$ cat src/hw/mid_pkg.sv
// constants, types and the register map of the 14-bit instruction decoder
// assumes a single 100 MHz clock and an AXI4-Lite master with 32-bit data
package mid_pkg;
	// ==========================================================
	// register byte offsets
	localparam logic [7:0] A_INSTR = 8'h00;
	localparam logic [7:0] A_WREG = 8'h04;
	localparam logic [7:0] A_STATUS = 8'h08;
	localparam logic [7:0] A_PC = 8'h0C;
	localparam logic [7:0] A_INFO = 8'h10;
	localparam logic [7:0] A_FADDR = 8'h14;
	localparam logic [7:0] A_FDATA = 8'h18;
	localparam logic [7:0] A_CONFIG = 8'h1C;
	// ==========================================================
	// status field positions and reset values
	localparam int ST_C = 0;
	localparam int ST_DC = 1;
	localparam int ST_Z = 2;
	localparam int ST_PD = 3;
	localparam int ST_TO = 4;
	localparam logic [4:0] STATUS_RST = 5'h18;
	localparam logic [10:0] PC_RST = 11'h000;
	localparam int STACK_DEPTH = 8;
	// ==========================================================
	// data file addresses with side effects
	localparam logic [6:0] F_TIMER0 = 7'h01;
	localparam logic [6:0] F_PORTA = 7'h05;
	localparam logic [6:0] F_PORTB = 7'h06;
	// ==========================================================
	// byte-oriented operation field
	localparam logic [3:0] OP_MISC = 4'h0;
	localparam logic [3:0] OP_CLR = 4'h1;
	localparam logic [3:0] OP_SUB = 4'h2;
	localparam logic [3:0] OP_DEC = 4'h3;
	localparam logic [3:0] OP_OR = 4'h4;
	localparam logic [3:0] OP_AND = 4'h5;
	localparam logic [3:0] OP_XOR = 4'h6;
	localparam logic [3:0] OP_ADD = 4'h7;
	localparam logic [3:0] OP_MOV = 4'h8;
	localparam logic [3:0] OP_COM = 4'h9;
	localparam logic [3:0] OP_INC = 4'hA;
	localparam logic [3:0] OP_DECSZ = 4'hB;
	localparam logic [3:0] OP_RRC = 4'hC;
	localparam logic [3:0] OP_RLC = 4'hD;
	localparam logic [3:0] OP_SWAP = 4'hE;
	localparam logic [3:0] OP_INCSZ = 4'hF;
	// control words inside the misc group (low byte)
	localparam logic [7:0] W_RETURN = 8'h08;
	localparam logic [7:0] W_RETINT = 8'h09;
	localparam logic [7:0] W_STANDBY = 8'h63;
	localparam logic [7:0] W_WDTCLR = 8'h64;
	// bit-oriented operation field
	localparam logic [1:0] BOP_CLR = 2'h0;
	localparam logic [1:0] BOP_SET = 2'h1;
	localparam logic [1:0] BOP_TSC = 2'h2;
	localparam logic [1:0] BOP_TSS = 2'h3;
	// cycle counts
	localparam logic [1:0] CYC_ONE = 2'h1;
	localparam logic [1:0] CYC_TWO = 2'h2;
	// AXI responses
	localparam logic [1:0] RESP_OKAY = 2'h0;
	localparam logic [1:0] RESP_SLVERR = 2'h2;
	// ==========================================================
	// instruction format in bits 13:12
	typedef enum logic [1:0] {
		MID_FMT_BYTE = 2'b00,
		MID_FMT_BIT = 2'b01,
		MID_FMT_CTRL = 2'b10,
		MID_FMT_LIT = 2'b11
	} mid_fmt_t;
	// outcome of one executed instruction
	typedef struct packed {
		logic [7:0] res;
		logic wr_w;
		logic wr_f;
		logic upd_c;
		logic upd_dc;
		logic upd_z;
		logic c;
		logic dc;
		logic [10:0] pc;
		logic [1:0] cyc;
		logic push;
		logic pop;
		logic sleep;
		logic wdt;
		logic tmr_clr;
	} mid_exec_t;
endpackage

$ cat src/hw/mid_core.sv
// execution unit for 14-bit instruction words, driven over AXI4-Lite
// assumes one clock aclk, synchronous reset aresetn, pins asynchronous
`timescale 1ns/10ps
module mid_core (
	// clock, reset, enable
	input wire logic aclk,
	input wire logic aresetn,
	input wire logic ce,
	// AXI4-Lite write
	input wire logic [7:0] s_axi_awaddr,
	input wire logic s_axi_awvalid,
	output logic s_axi_awready,
	input wire logic [31:0] s_axi_wdata,
	input wire logic [3:0] s_axi_wstrb,
	input wire logic s_axi_wvalid,
	output logic s_axi_wready,
	output logic [1:0] s_axi_bresp,
	output logic s_axi_bvalid,
	input wire logic s_axi_bready,
	// AXI4-Lite read
	input wire logic [7:0] s_axi_araddr,
	input wire logic s_axi_arvalid,
	output logic s_axi_arready,
	output logic [31:0] s_axi_rdata,
	output logic [1:0] s_axi_rresp,
	output logic s_axi_rvalid,
	input wire logic s_axi_rready,
	// port pins
	input wire logic [7:0] port_a_pins,
	input wire logic [7:0] port_b_pins,
	output logic [7:0] port_a_latch,
	output logic [7:0] port_b_latch,
	// side effects
	output logic prescaler_clear,
	output logic watchdog_clear_op,
	output logic standby
);
	logic awready_ff, wready_ff, bvalid_ff, arready_ff, rvalid_ff;
	logic [1:0] bresp_ff, rresp_ff;
	logic [31:0] rdata_ff;
	logic [13:0] instr_ff;
	logic [7:0] w_ff;
	logic [4:0] status_ff;
	logic [10:0] pc_ff;
	logic [1:0] cyc_ff;
	logic [6:0] faddr_ff;
	logic cfg_psa_ff;
	logic [7:0] file_ff [0:127];
	logic [10:0] stk_ff [0:mid_pkg::STACK_DEPTH-1];
	logic [2:0] sp_ff;
	logic [7:0] pa_s1_ff, pa_s2_ff, pb_s1_ff, pb_s2_ff;
	logic presc_ff, wdt_ff, standby_ff;
	logic wr_go, rd_go, exec_go;
	logic [31:0] wmerged;
	logic [31:0] wm_w, wm_s, wm_p;
	logic [13:0] ins;
	logic [7:0] fv;
	mid_pkg::mid_exec_t ex;

	// ==========================================================
	// byte-lane merge for partial writes
	function automatic logic [31:0] mrg(input logic [31:0] old, input logic [31:0] nw, input logic [3:0] st);
		logic [31:0] r;
		r = old;
		for (int i = 0; i < 4; i++) begin
			if (st[i]) begin
				r[i*8 +: 8] = nw[i*8 +: 8];
			end
		end
		return r;
	endfunction

	// ==========================================================
	// AXI4-Lite handshakes
	// address and data are taken together, so either arrival order works
	assign wr_go = ce && awready_ff && s_axi_awvalid && s_axi_wvalid;
	assign rd_go = ce && arready_ff && s_axi_arvalid;
	assign exec_go = wr_go && (s_axi_awaddr == mid_pkg::A_INSTR);

	// write channel ready pulse and response
	always_ff @(posedge aclk) begin
		if (!aresetn) begin
			awready_ff <= 1'b0;
			wready_ff <= 1'b0;
			bvalid_ff <= 1'b0;
			bresp_ff <= mid_pkg::RESP_OKAY;
		end else if (ce) begin
			awready_ff <= s_axi_awvalid && s_axi_wvalid && !awready_ff && !bvalid_ff;
			wready_ff <= s_axi_awvalid && s_axi_wvalid && !awready_ff && !bvalid_ff;
			if (wr_go) begin
				bvalid_ff <= 1'b1;
				bresp_ff <= (s_axi_awaddr[1:0] != 2'h0 || s_axi_awaddr > mid_pkg::A_CONFIG ||
					s_axi_awaddr == mid_pkg::A_INFO) ? mid_pkg::RESP_SLVERR : mid_pkg::RESP_OKAY;
			end else if (s_axi_bready) begin
				bvalid_ff <= 1'b0;
			end
		end
	end

	// read channel, data captured at the address handshake
	always_ff @(posedge aclk) begin
		if (!aresetn) begin
			arready_ff <= 1'b0;
			rvalid_ff <= 1'b0;
			rdata_ff <= 32'h0000_0000;
			rresp_ff <= mid_pkg::RESP_OKAY;
		end else if (ce) begin
			arready_ff <= s_axi_arvalid && !arready_ff && !rvalid_ff;
			if (rd_go) begin
				rvalid_ff <= 1'b1;
				rresp_ff <= mid_pkg::RESP_OKAY;
				case (s_axi_araddr)
					mid_pkg::A_INSTR: rdata_ff <= {18'h0, instr_ff};
					mid_pkg::A_WREG: rdata_ff <= {24'h0, w_ff};
					mid_pkg::A_STATUS: rdata_ff <= {27'h0, status_ff};
					mid_pkg::A_PC: rdata_ff <= {21'h0, pc_ff};
					mid_pkg::A_INFO: rdata_ff <= {25'h0, standby_ff, 1'b0, sp_ff, cyc_ff};
					mid_pkg::A_FADDR: rdata_ff <= {25'h0, faddr_ff};
					mid_pkg::A_FDATA: rdata_ff <= {24'h0, file_ff[faddr_ff]};
					mid_pkg::A_CONFIG: rdata_ff <= {31'h0, cfg_psa_ff};
					default: begin
						rdata_ff <= 32'h0000_0000;
						rresp_ff <= mid_pkg::RESP_SLVERR;
					end
				endcase
			end else if (s_axi_rready) begin
				rvalid_ff <= 1'b0;
			end
		end
	end

	// ==========================================================
	// pin synchronisers; only the second stage feeds the operand path
	always_ff @(posedge aclk) begin
		if (!aresetn) begin
			pa_s1_ff <= 8'h00;
			pa_s2_ff <= 8'h00;
			pb_s1_ff <= 8'h00;
			pb_s2_ff <= 8'h00;
		end else if (ce) begin
			pa_s1_ff <= port_a_pins;
			pa_s2_ff <= pa_s1_ff;
			pb_s1_ff <= port_b_pins;
			pb_s2_ff <= pb_s1_ff;
		end
	end

	// ==========================================================
	// operand fetch and instruction execution
	always_comb begin
		wmerged = mrg({18'h0, instr_ff}, s_axi_wdata, s_axi_wstrb);
		wm_w = mrg({24'h0, w_ff}, s_axi_wdata, s_axi_wstrb); // software writes keep unstrobed lanes
		wm_s = mrg({27'h0, status_ff}, s_axi_wdata, s_axi_wstrb);
		wm_p = mrg({21'h0, pc_ff}, s_axi_wdata, s_axi_wstrb);
	end
	assign ins = wmerged[13:0];

	// ports read the pins, not the latch, so rewrites see pin levels
	always_comb begin
		if (ins[6:0] == mid_pkg::F_PORTA) begin
			fv = pa_s2_ff;
		end else if (ins[6:0] == mid_pkg::F_PORTB) begin
			fv = pb_s2_ff;
		end else begin
			fv = file_ff[ins[6:0]];
		end
	end

	always_comb begin
		logic [8:0] s9;
		logic [4:0] s5;
		logic skip;
		s9 = 9'h000;
		s5 = 5'h00;
		skip = 1'b0;
		ex = '0;
		ex.pc = pc_ff + 11'h001;
		ex.cyc = mid_pkg::CYC_ONE;
		case (mid_pkg::mid_fmt_t'(ins[13:12]))
			mid_pkg::MID_FMT_BYTE: begin
				ex.wr_w = !ins[7];
				ex.wr_f = ins[7];
				ex.upd_z = 1'b1;
				case (ins[11:8])
					mid_pkg::OP_MISC: begin
						ex.res = w_ff;
						ex.wr_w = 1'b0;
						ex.upd_z = 1'b0;
						if (!ins[7]) begin
							if (ins[7:0] == mid_pkg::W_RETURN || ins[7:0] == mid_pkg::W_RETINT) begin
								ex.pop = 1'b1;
								ex.pc = stk_ff[sp_ff - 3'h1];
								ex.cyc = mid_pkg::CYC_TWO;
							end
							ex.sleep = (ins[7:0] == mid_pkg::W_STANDBY);
							ex.wdt = (ins[7:0] == mid_pkg::W_WDTCLR);
						end
					end
					mid_pkg::OP_CLR: ex.res = 8'h00;
					mid_pkg::OP_ADD, mid_pkg::OP_SUB: begin
						// subtraction adds the complement plus one: carry out means no borrow
						s9 = {1'b0, fv} + ((ins[11:8] == mid_pkg::OP_ADD) ? {1'b0, w_ff} : {1'b0, ~w_ff} + 9'h001);
						s5 = {1'b0, fv[3:0]} + ((ins[11:8] == mid_pkg::OP_ADD) ? {1'b0, w_ff[3:0]} :
							{1'b0, ~w_ff[3:0]} + 5'h01);
						ex.res = s9[7:0];
						ex.c = s9[8];
						ex.dc = s5[4];
						ex.upd_c = 1'b1;
						ex.upd_dc = 1'b1;
					end
					mid_pkg::OP_DEC: ex.res = fv - 8'h01;
					mid_pkg::OP_OR: ex.res = fv | w_ff;
					mid_pkg::OP_AND: ex.res = fv & w_ff;
					mid_pkg::OP_XOR: ex.res = fv ^ w_ff;
					mid_pkg::OP_MOV: ex.res = fv;
					mid_pkg::OP_COM: ex.res = ~fv;
					mid_pkg::OP_INC: ex.res = fv + 8'h01;
					mid_pkg::OP_DECSZ: begin
						ex.res = fv - 8'h01;
						ex.upd_z = 1'b0;
						skip = (ex.res == 8'h00);
					end
					mid_pkg::OP_INCSZ: begin
						ex.res = fv + 8'h01;
						ex.upd_z = 1'b0;
						skip = (ex.res == 8'h00);
					end
					mid_pkg::OP_RRC: begin
						ex.res = {status_ff[mid_pkg::ST_C], fv[7:1]};
						ex.c = fv[0];
						ex.upd_c = 1'b1;
						ex.upd_z = 1'b0;
					end
					mid_pkg::OP_RLC: begin
						ex.res = {fv[6:0], status_ff[mid_pkg::ST_C]};
						ex.c = fv[7];
						ex.upd_c = 1'b1;
						ex.upd_z = 1'b0;
					end
					mid_pkg::OP_SWAP: begin
						ex.res = {fv[3:0], fv[7:4]};
						ex.upd_z = 1'b0;
					end
					default: begin
						ex.wr_w = 1'b0;
						ex.wr_f = 1'b0;
						ex.upd_z = 1'b0;
					end
				endcase
			end
			mid_pkg::MID_FMT_BIT: begin
				ex.res = fv;
				case (ins[11:10])
					mid_pkg::BOP_CLR: begin
						ex.res[ins[9:7]] = 1'b0;
						ex.wr_f = 1'b1;
					end
					mid_pkg::BOP_SET: begin
						ex.res[ins[9:7]] = 1'b1;
						ex.wr_f = 1'b1;
					end
					mid_pkg::BOP_TSC: skip = !fv[ins[9:7]];
					default: skip = fv[ins[9:7]];
				endcase
			end
			mid_pkg::MID_FMT_CTRL: begin
				ex.push = !ins[11];
				ex.pc = ins[10:0];
				ex.cyc = mid_pkg::CYC_TWO;
			end
			default: begin
				ex.wr_w = 1'b1;
				ex.res = ins[7:0];
				casez (ins[11:8])
					4'b00??: ex.res = ins[7:0];
					4'b01??: begin
						ex.pop = 1'b1;
						ex.pc = stk_ff[sp_ff - 3'h1];
						ex.cyc = mid_pkg::CYC_TWO;
					end
					4'b1000: begin
						ex.res = ins[7:0] | w_ff;
						ex.upd_z = 1'b1;
					end
					4'b1001: begin
						ex.res = ins[7:0] & w_ff;
						ex.upd_z = 1'b1;
					end
					4'b110?, 4'b111?: begin
						s9 = {1'b0, ins[7:0]} + (ins[9] ? {1'b0, w_ff} : {1'b0, ~w_ff} + 9'h001);
						s5 = {1'b0, ins[3:0]} + (ins[9] ? {1'b0, w_ff[3:0]} : {1'b0, ~w_ff[3:0]} + 5'h01);
						ex.res = s9[7:0];
						ex.c = s9[8];
						ex.dc = s5[4];
						ex.upd_c = 1'b1;
						ex.upd_dc = 1'b1;
						ex.upd_z = 1'b1;
					end
					default: ex.wr_w = 1'b0;
				endcase
			end
		endcase
		// the skipped word is flushed: pc moves past it and the cycle is a no-op
		if (skip) begin
			ex.pc = pc_ff + 11'h002;
			ex.cyc = mid_pkg::CYC_TWO;
		end
		ex.tmr_clr = ex.wr_f && (ins[6:0] == mid_pkg::F_TIMER0) && cfg_psa_ff;
	end

	// ==========================================================
	// core state: instruction, W, status, pc, cycle count
	always_ff @(posedge aclk) begin
		if (!aresetn) begin
			instr_ff <= 14'h0000;
			w_ff <= 8'h00;
			status_ff <= mid_pkg::STATUS_RST;
			pc_ff <= mid_pkg::PC_RST;
			cyc_ff <= 2'h0;
		end else if (ce && exec_go) begin
			instr_ff <= ins;
			pc_ff <= ex.pc;
			cyc_ff <= ex.cyc;
			if (ex.wr_w) begin
				w_ff <= ex.res;
			end
			if (ex.upd_c) begin
				status_ff[mid_pkg::ST_C] <= ex.c;
			end
			if (ex.upd_dc) begin
				status_ff[mid_pkg::ST_DC] <= ex.dc;
			end
			if (ex.upd_z) begin
				status_ff[mid_pkg::ST_Z] <= (ex.res == 8'h00);
			end
			// flags read low-true: standby clears powerdown, watchdog clear sets both
			if (ex.sleep || ex.wdt) begin
				status_ff[mid_pkg::ST_TO] <= 1'b1;
				status_ff[mid_pkg::ST_PD] <= ex.wdt;
			end
		end else if (ce && wr_go) begin
			case (s_axi_awaddr)
				mid_pkg::A_WREG: w_ff <= wm_w[7:0];
				mid_pkg::A_STATUS: status_ff <= wm_s[4:0];
				mid_pkg::A_PC: pc_ff <= wm_p[10:0];
				default: begin
				end
			endcase
		end
	end

	// configuration and file pointer
	always_ff @(posedge aclk) begin
		if (!aresetn) begin
			faddr_ff <= 7'h00;
			cfg_psa_ff <= 1'b0;
		end else if (ce && wr_go) begin
			if (s_axi_awaddr == mid_pkg::A_FADDR && s_axi_wstrb[0]) begin
				faddr_ff <= s_axi_wdata[6:0];
			end
			if (s_axi_awaddr == mid_pkg::A_CONFIG && s_axi_wstrb[0]) begin
				cfg_psa_ff <= s_axi_wdata[0];
			end
		end
	end

	// ==========================================================
	// data file and return stack
	always_ff @(posedge aclk) begin
		if (!aresetn) begin
			for (int i = 0; i < 128; i++) begin
				file_ff[i] <= 8'h00;
			end
		end else if (ce && exec_go && ex.wr_f) begin
			file_ff[ins[6:0]] <= ex.res;
		end else if (ce && wr_go && s_axi_awaddr == mid_pkg::A_FDATA && s_axi_wstrb[0]) begin
			file_ff[faddr_ff] <= s_axi_wdata[7:0];
		end
	end

	// circular stack: overflow silently overwrites the oldest entry
	always_ff @(posedge aclk) begin
		if (!aresetn) begin
			sp_ff <= 3'h0;
			for (int i = 0; i < mid_pkg::STACK_DEPTH; i++) begin
				stk_ff[i] <= 11'h000;
			end
		end else if (ce && exec_go) begin
			if (ex.push) begin
				stk_ff[sp_ff] <= pc_ff + 11'h001;
				sp_ff <= sp_ff + 3'h1;
			end else if (ex.pop) begin
				sp_ff <= sp_ff - 3'h1;
			end
		end
	end

	// ==========================================================
	// side-effect strobes and standby level
	always_ff @(posedge aclk) begin
		if (!aresetn) begin
			presc_ff <= 1'b0;
			wdt_ff <= 1'b0;
			standby_ff <= 1'b0;
		end else if (ce) begin
			presc_ff <= exec_go && ex.tmr_clr;
			wdt_ff <= exec_go && ex.wdt;
			if (exec_go) begin
				standby_ff <= ex.sleep;
			end
		end
	end

	assign s_axi_awready = awready_ff;
	assign s_axi_wready = wready_ff;
	assign s_axi_bvalid = bvalid_ff;
	assign s_axi_bresp = bresp_ff;
	assign s_axi_arready = arready_ff;
	assign s_axi_rvalid = rvalid_ff;
	assign s_axi_rdata = rdata_ff;
	assign s_axi_rresp = rresp_ff;
	assign port_a_latch = file_ff[mid_pkg::F_PORTA];
	assign port_b_latch = file_ff[mid_pkg::F_PORTB];
	assign prescaler_clear = presc_ff;
	assign watchdog_clear_op = wdt_ff;
	assign standby = standby_ff;
endmodule

$ cat config.mk
export PLATFORM = sky130hd
export DESIGN_NAME = mid_core
export DESIGN_NICKNAME = d
export VERILOG_FILES = /design/src/hw/mid_pkg.sv /design/src/hw/mid_core.sv
export SDC_FILE = /design/constraint.sdc
export NUM_CORES = 2
export LEC_CHECK = 0
export BUFFER_PORTS_ARGS = -buffer_cell sky130_fd_sc_hd__buf_4
export CELL_PAD_IN_SITES_DETAIL_PLACEMENT = 1
export CELL_PAD_IN_SITES_GLOBAL_PLACEMENT = 1
export CORE_MARGIN = 2
export CORE_UTILIZATION = 30
export CTS_CLUSTER_SIZE = 10
export DETAILED_ROUTE_END_ITERATION = 16
export GPL_TIMING_DRIVEN = 0
export PLACE_DENSITY_LB_ADDON = 0.1
export SLEW_MARGIN = 20
export SYNTH_ARGS = -nofsm -noshare
export SYNTH_HDL_FRONTEND = slang
export SYNTH_SLANG_ARGS = --single-unit
export TNS_END_PERCENT = 100
$ cat constraint.sdc
create_clock -name aclk -period 8 [get_ports aclk]
set_input_delay 0.4 -clock aclk [delete_from_list [all_inputs] [get_ports aclk]]
set_output_delay 0.4 -clock aclk [all_outputs]
set_load 0.01 [all_outputs]
==> summary.txt <==
Status
  – Outcome: finished, violations left
  – Violated checks: setup timing

Timing
  – Slew of the pin with the lowest slew margin: 1.42 ns
  – Max Clk Rate: 122 MHz
  – Finish-stage setup viols: 390
  – Max transition margin: 0.0561
  – Tcrit/Tclk final: 1.02
  – Slew Viols, Final: 0
  – Clock skew: 0.0551 ns
  – Final worst slack: -0.187 ns
  – Fin crit period: 8.19 ns
  – Fin. Hold Viols: 0

Finish
  – Number of nets in the layout: 6038
  – Synth-to-layout area growth: 18.9%
  – Register Area: 35700 um^2
  – Most frequent cells in the layout: edfxtp_1 (1112), nor2_1 (1050), nand2_1 (573), mux4_2 (494), nor3_1 (274)
  – FILL cells: 23900
  – Share of layout cells above drive strength 1: 0.246
  – Commonest non-fill, non-tap cell in the layout: edfxtp_1
  – Final Core Density: 0.360
  – Area of the multi-input gates: 29400 um^2
  – Non-filler instance count after layout: 9028

Job
  – Max-capacitance violation count: 0

Synthesis
  – Seq/Total Area, Yosys: 0.530
  – Ys flop type: edfxtp_1
  – Flops & latches, synth: 1225
  – Syn_area_per_cell: 12.2 um^2
  – Post-Syn Area: 67300 um^2
  – Distinct cells, synth: 106
  – Ys Warns: 0
  – EDFF count, synth: 1112
  – FFs w/ async S/R, synth: 0
  – Cells after synthesis: 5528

Placement
  – Port Buf Inserts: 86
  – DP HPWL: 323000 um
  – Dpl cells: 8679
  – RePlAce Congestion: 1.08

Global route
  – First-pass GRT wire length: 555000 um
  – Gr usage total: 0.370
  – Vias in the first global route: 55300
  – Largest net degree at the start of global routing: 17
  – Initial antenna violation count: 45
  – Gr ovfl total: 0

Worst hold path
  – Hold Crit Class: input pin to flip-flop
  – Min-Delay Startpoint: s_axi_wdata[10]

Route
  – Residual DRC: 0
  – Vias per cell: 6.46
  – DRT iter0 DRCs: 9064
  – Routed WL: 431000 um
  – Drt pass-1 iters: 6
  – Vias: 58300
  – Routed wire length per instance: 47.7 um
  – Antenna viol nets, final: 0

Worst setup path
  – CP Max Fanout: 10
  – CP peak stage delay: 0.59 ns
  – Worst path required time: 8.61 ns
  – Arr. time, crit path: 8.80 ns
  – Crit Path Class: flip-flop to flip-flop
  – CP bufs+invs: 11
  – Startpoint types: flip-flop
  – CP most frequent cell: buf_12
  – Reg-to-reg startpoint: instr_ff[0]
  – Worst setup EP type: flip-flop
  – Slowest CP cell: fa_1
  – CP Launch Point: instr_ff[0]
  – CP delay by family, top: compound AO/OA/AOI/OAI gates

Floorplanning
  – Core Rows: 173
  – Die Area: 228000 um^2
  – # IOs: 136
  – Area of the core: 223000 um^2
  – Die extent in x: 478 um
  – Die span in y: 478 um
  – Starting Density: 0.302

Clock network
  – CTS root buf: clkbuf_16
  – Worst-Skew Late Latency: 0.90 ns
  – CTS max path bufs: 3
  – Cts bufs inserted: 156
  – Clk sinks: 1225
  – CTS clk-pin slew, worst paths: 0.06 ns
  – CTS H-tree depth: 4
  – CTS tree: yes

Power and ir drop
  – Leak pwr: 26.7 nW
  – Worst VDD drop: 0.000229 V
  – Pwr dens: 211 nW/um^2
  – Power, Total: 16.9 mW
## stage by stage
stage / setup TNS (ns) / setup WS, ns / instance area, um^2 / hold slack (ns)
floorplan: 0 / 2.08 / 67400 / 0.445
global placement: -5029.52 / -5.43 / 71700 / 0.447
detailed placement: -2457.38 / -3.02 / 73600 / 0.450
CTS: 0 / 0.00312 / 79500 / 0.00147
global route: -0.0309 / -0.0269 / 79900 / 0.00447
finish: -31.43 / -0.187 / 80000 / 0.0443
## flip-flops by register name, indices dropped and copies added, names as in the netlist, 8 cells and up, named ones only
| name | cells |
|---|---|
| pc_ff | 11 |
| pb_s2_ff | 8 |
| pa_s1_ff | 8 |
| pa_s2_ff | 8 |
| w_ff | 8 |
| pb_s1_ff | 8 |
| stk_ff | 88 |
| s_axi_rdata | 14 |
| instr_ff | 14 |
| file_ff | 1024 |
## cell type report
cell class / instances / share of cell area
antenna: 31 / 0.000970
buffer: 485 / 0.0434
clock inverter: 54 / 0.00710
inverter: 55 / 0.00264
multi-input combinational: 3780 / 0.367
tap: 2975 / 0.0465
timing repair buffer: 216 / 0.0341
sequential: 1225 / 0.446
clock buffer: 207 / 0.0522
## logic make-up (layout without fill, tap and decap cells)
family,count (synthesis),after routing,share of synthesized area
other cells,1,51,0.0000557
flops,1225,1225,0.530
buf+inv,542,1017,0.0449
simple gates,2366,2366,0.152
mux,666,666,0.192
fa+ha+maj,43,43,0.00822
compound gates,633,633,0.0668
xor+xnor,52,52,0.00677
## worst paths after layout
| kind | end | cells past startpoint | slack (ns) |
|---|---|---|---|
| setup / recovery | file_ff[62][1] | 29 | -0.19 |
| hold / removal | pc_ff[10] | 5 | 0.04 |
| setup reg to reg | file_ff[62][1] | 29 | -0.19 |
| hold reg to reg | s_axi_rdata[11] | 2 | 0.46 |
## cells in the mapped netlist (11+ instances only)
cell type,number,area share
edfxtp_1,1112,0.50
nor2_1,1058,0.059
nand2_1,576,0.032
mux4_2,494,0.17
nor3_1,285,0.021
clkbuf_1,217,0.012
nand3_1,180,0.013
mux2i_1,154,0.023
dfxtp_1,113,0.034
a21oi_1,106,0.0079
nor2_2,102,0.0095
o21ai_0,87,0.0065
buf_2,86,0.0064
buf_6,72,0.012
a22oi_1,61,0.0068
o22ai_1,56,0.0052
buf_1,53,0.0030
buf_4,44,0.0049
inv_1,42,0.0023
nand4_1,42,0.0039
ha_1,41,0.0076
a31oi_1,38,0.0035
xnor2_1,38,0.0049
a221oi_1,26,0.0034
a41oi_1,24,0.0031
o41ai_1,23,0.0030
nor2b_1,22,0.0020
nor4_1,22,0.0020
buf_8,15,0.0033
o21a_1,15,0.0017
o31ai_1,15,0.0017
xor2_1,14,0.0018
a22o_1,13,0.0017
and3_1,13,0.0012
o211ai_1,13,0.0015
a21boi_0,12,0.0013
mux2_2,12,0.0020
nor3b_1,11,0.0012
## timing repair
item / 4_1_cts / 5_1_grt
pin swaps: 15 / 10
hold buffers: 29 / 0
resized for setup: 172 / 65
setup buffers: 18 / 11
endpoints found under the hold margin: 25 / 0
setup endpoints to repair: 1048 / 764
## report_power, final
group / switching [mW] / internal [mW]
Clock: 3.11 / 3.84
Combinational: 1.95 / 0.713
Sequential: 0.140 / 7.16
## layer usage
| metal | share of wire | vias up | track usage |
|---|---|---|---|
| met5 | 0.00095 | - | 0.00945 |
| met4 | 0.090 | 24 | 0.270 |
| met3 | 0.12 | 1325 | 0.136 |
| met2 | 0.42 | 4504 | 0.532 |
| met1 | 0.37 | 30700 | 0.452 |
| li1 | - | 21800 | - |
## worst min-delay path: cells and delay by family
kind / cells / cell delay (ns)
AOI/OAI and AO/OA: 2 / 0.19
and+or+nand+nor: 2 / 0.15
buffers and inverters: 1 / 0.13
Note: power is estimated with default switching activity, not from simulation.
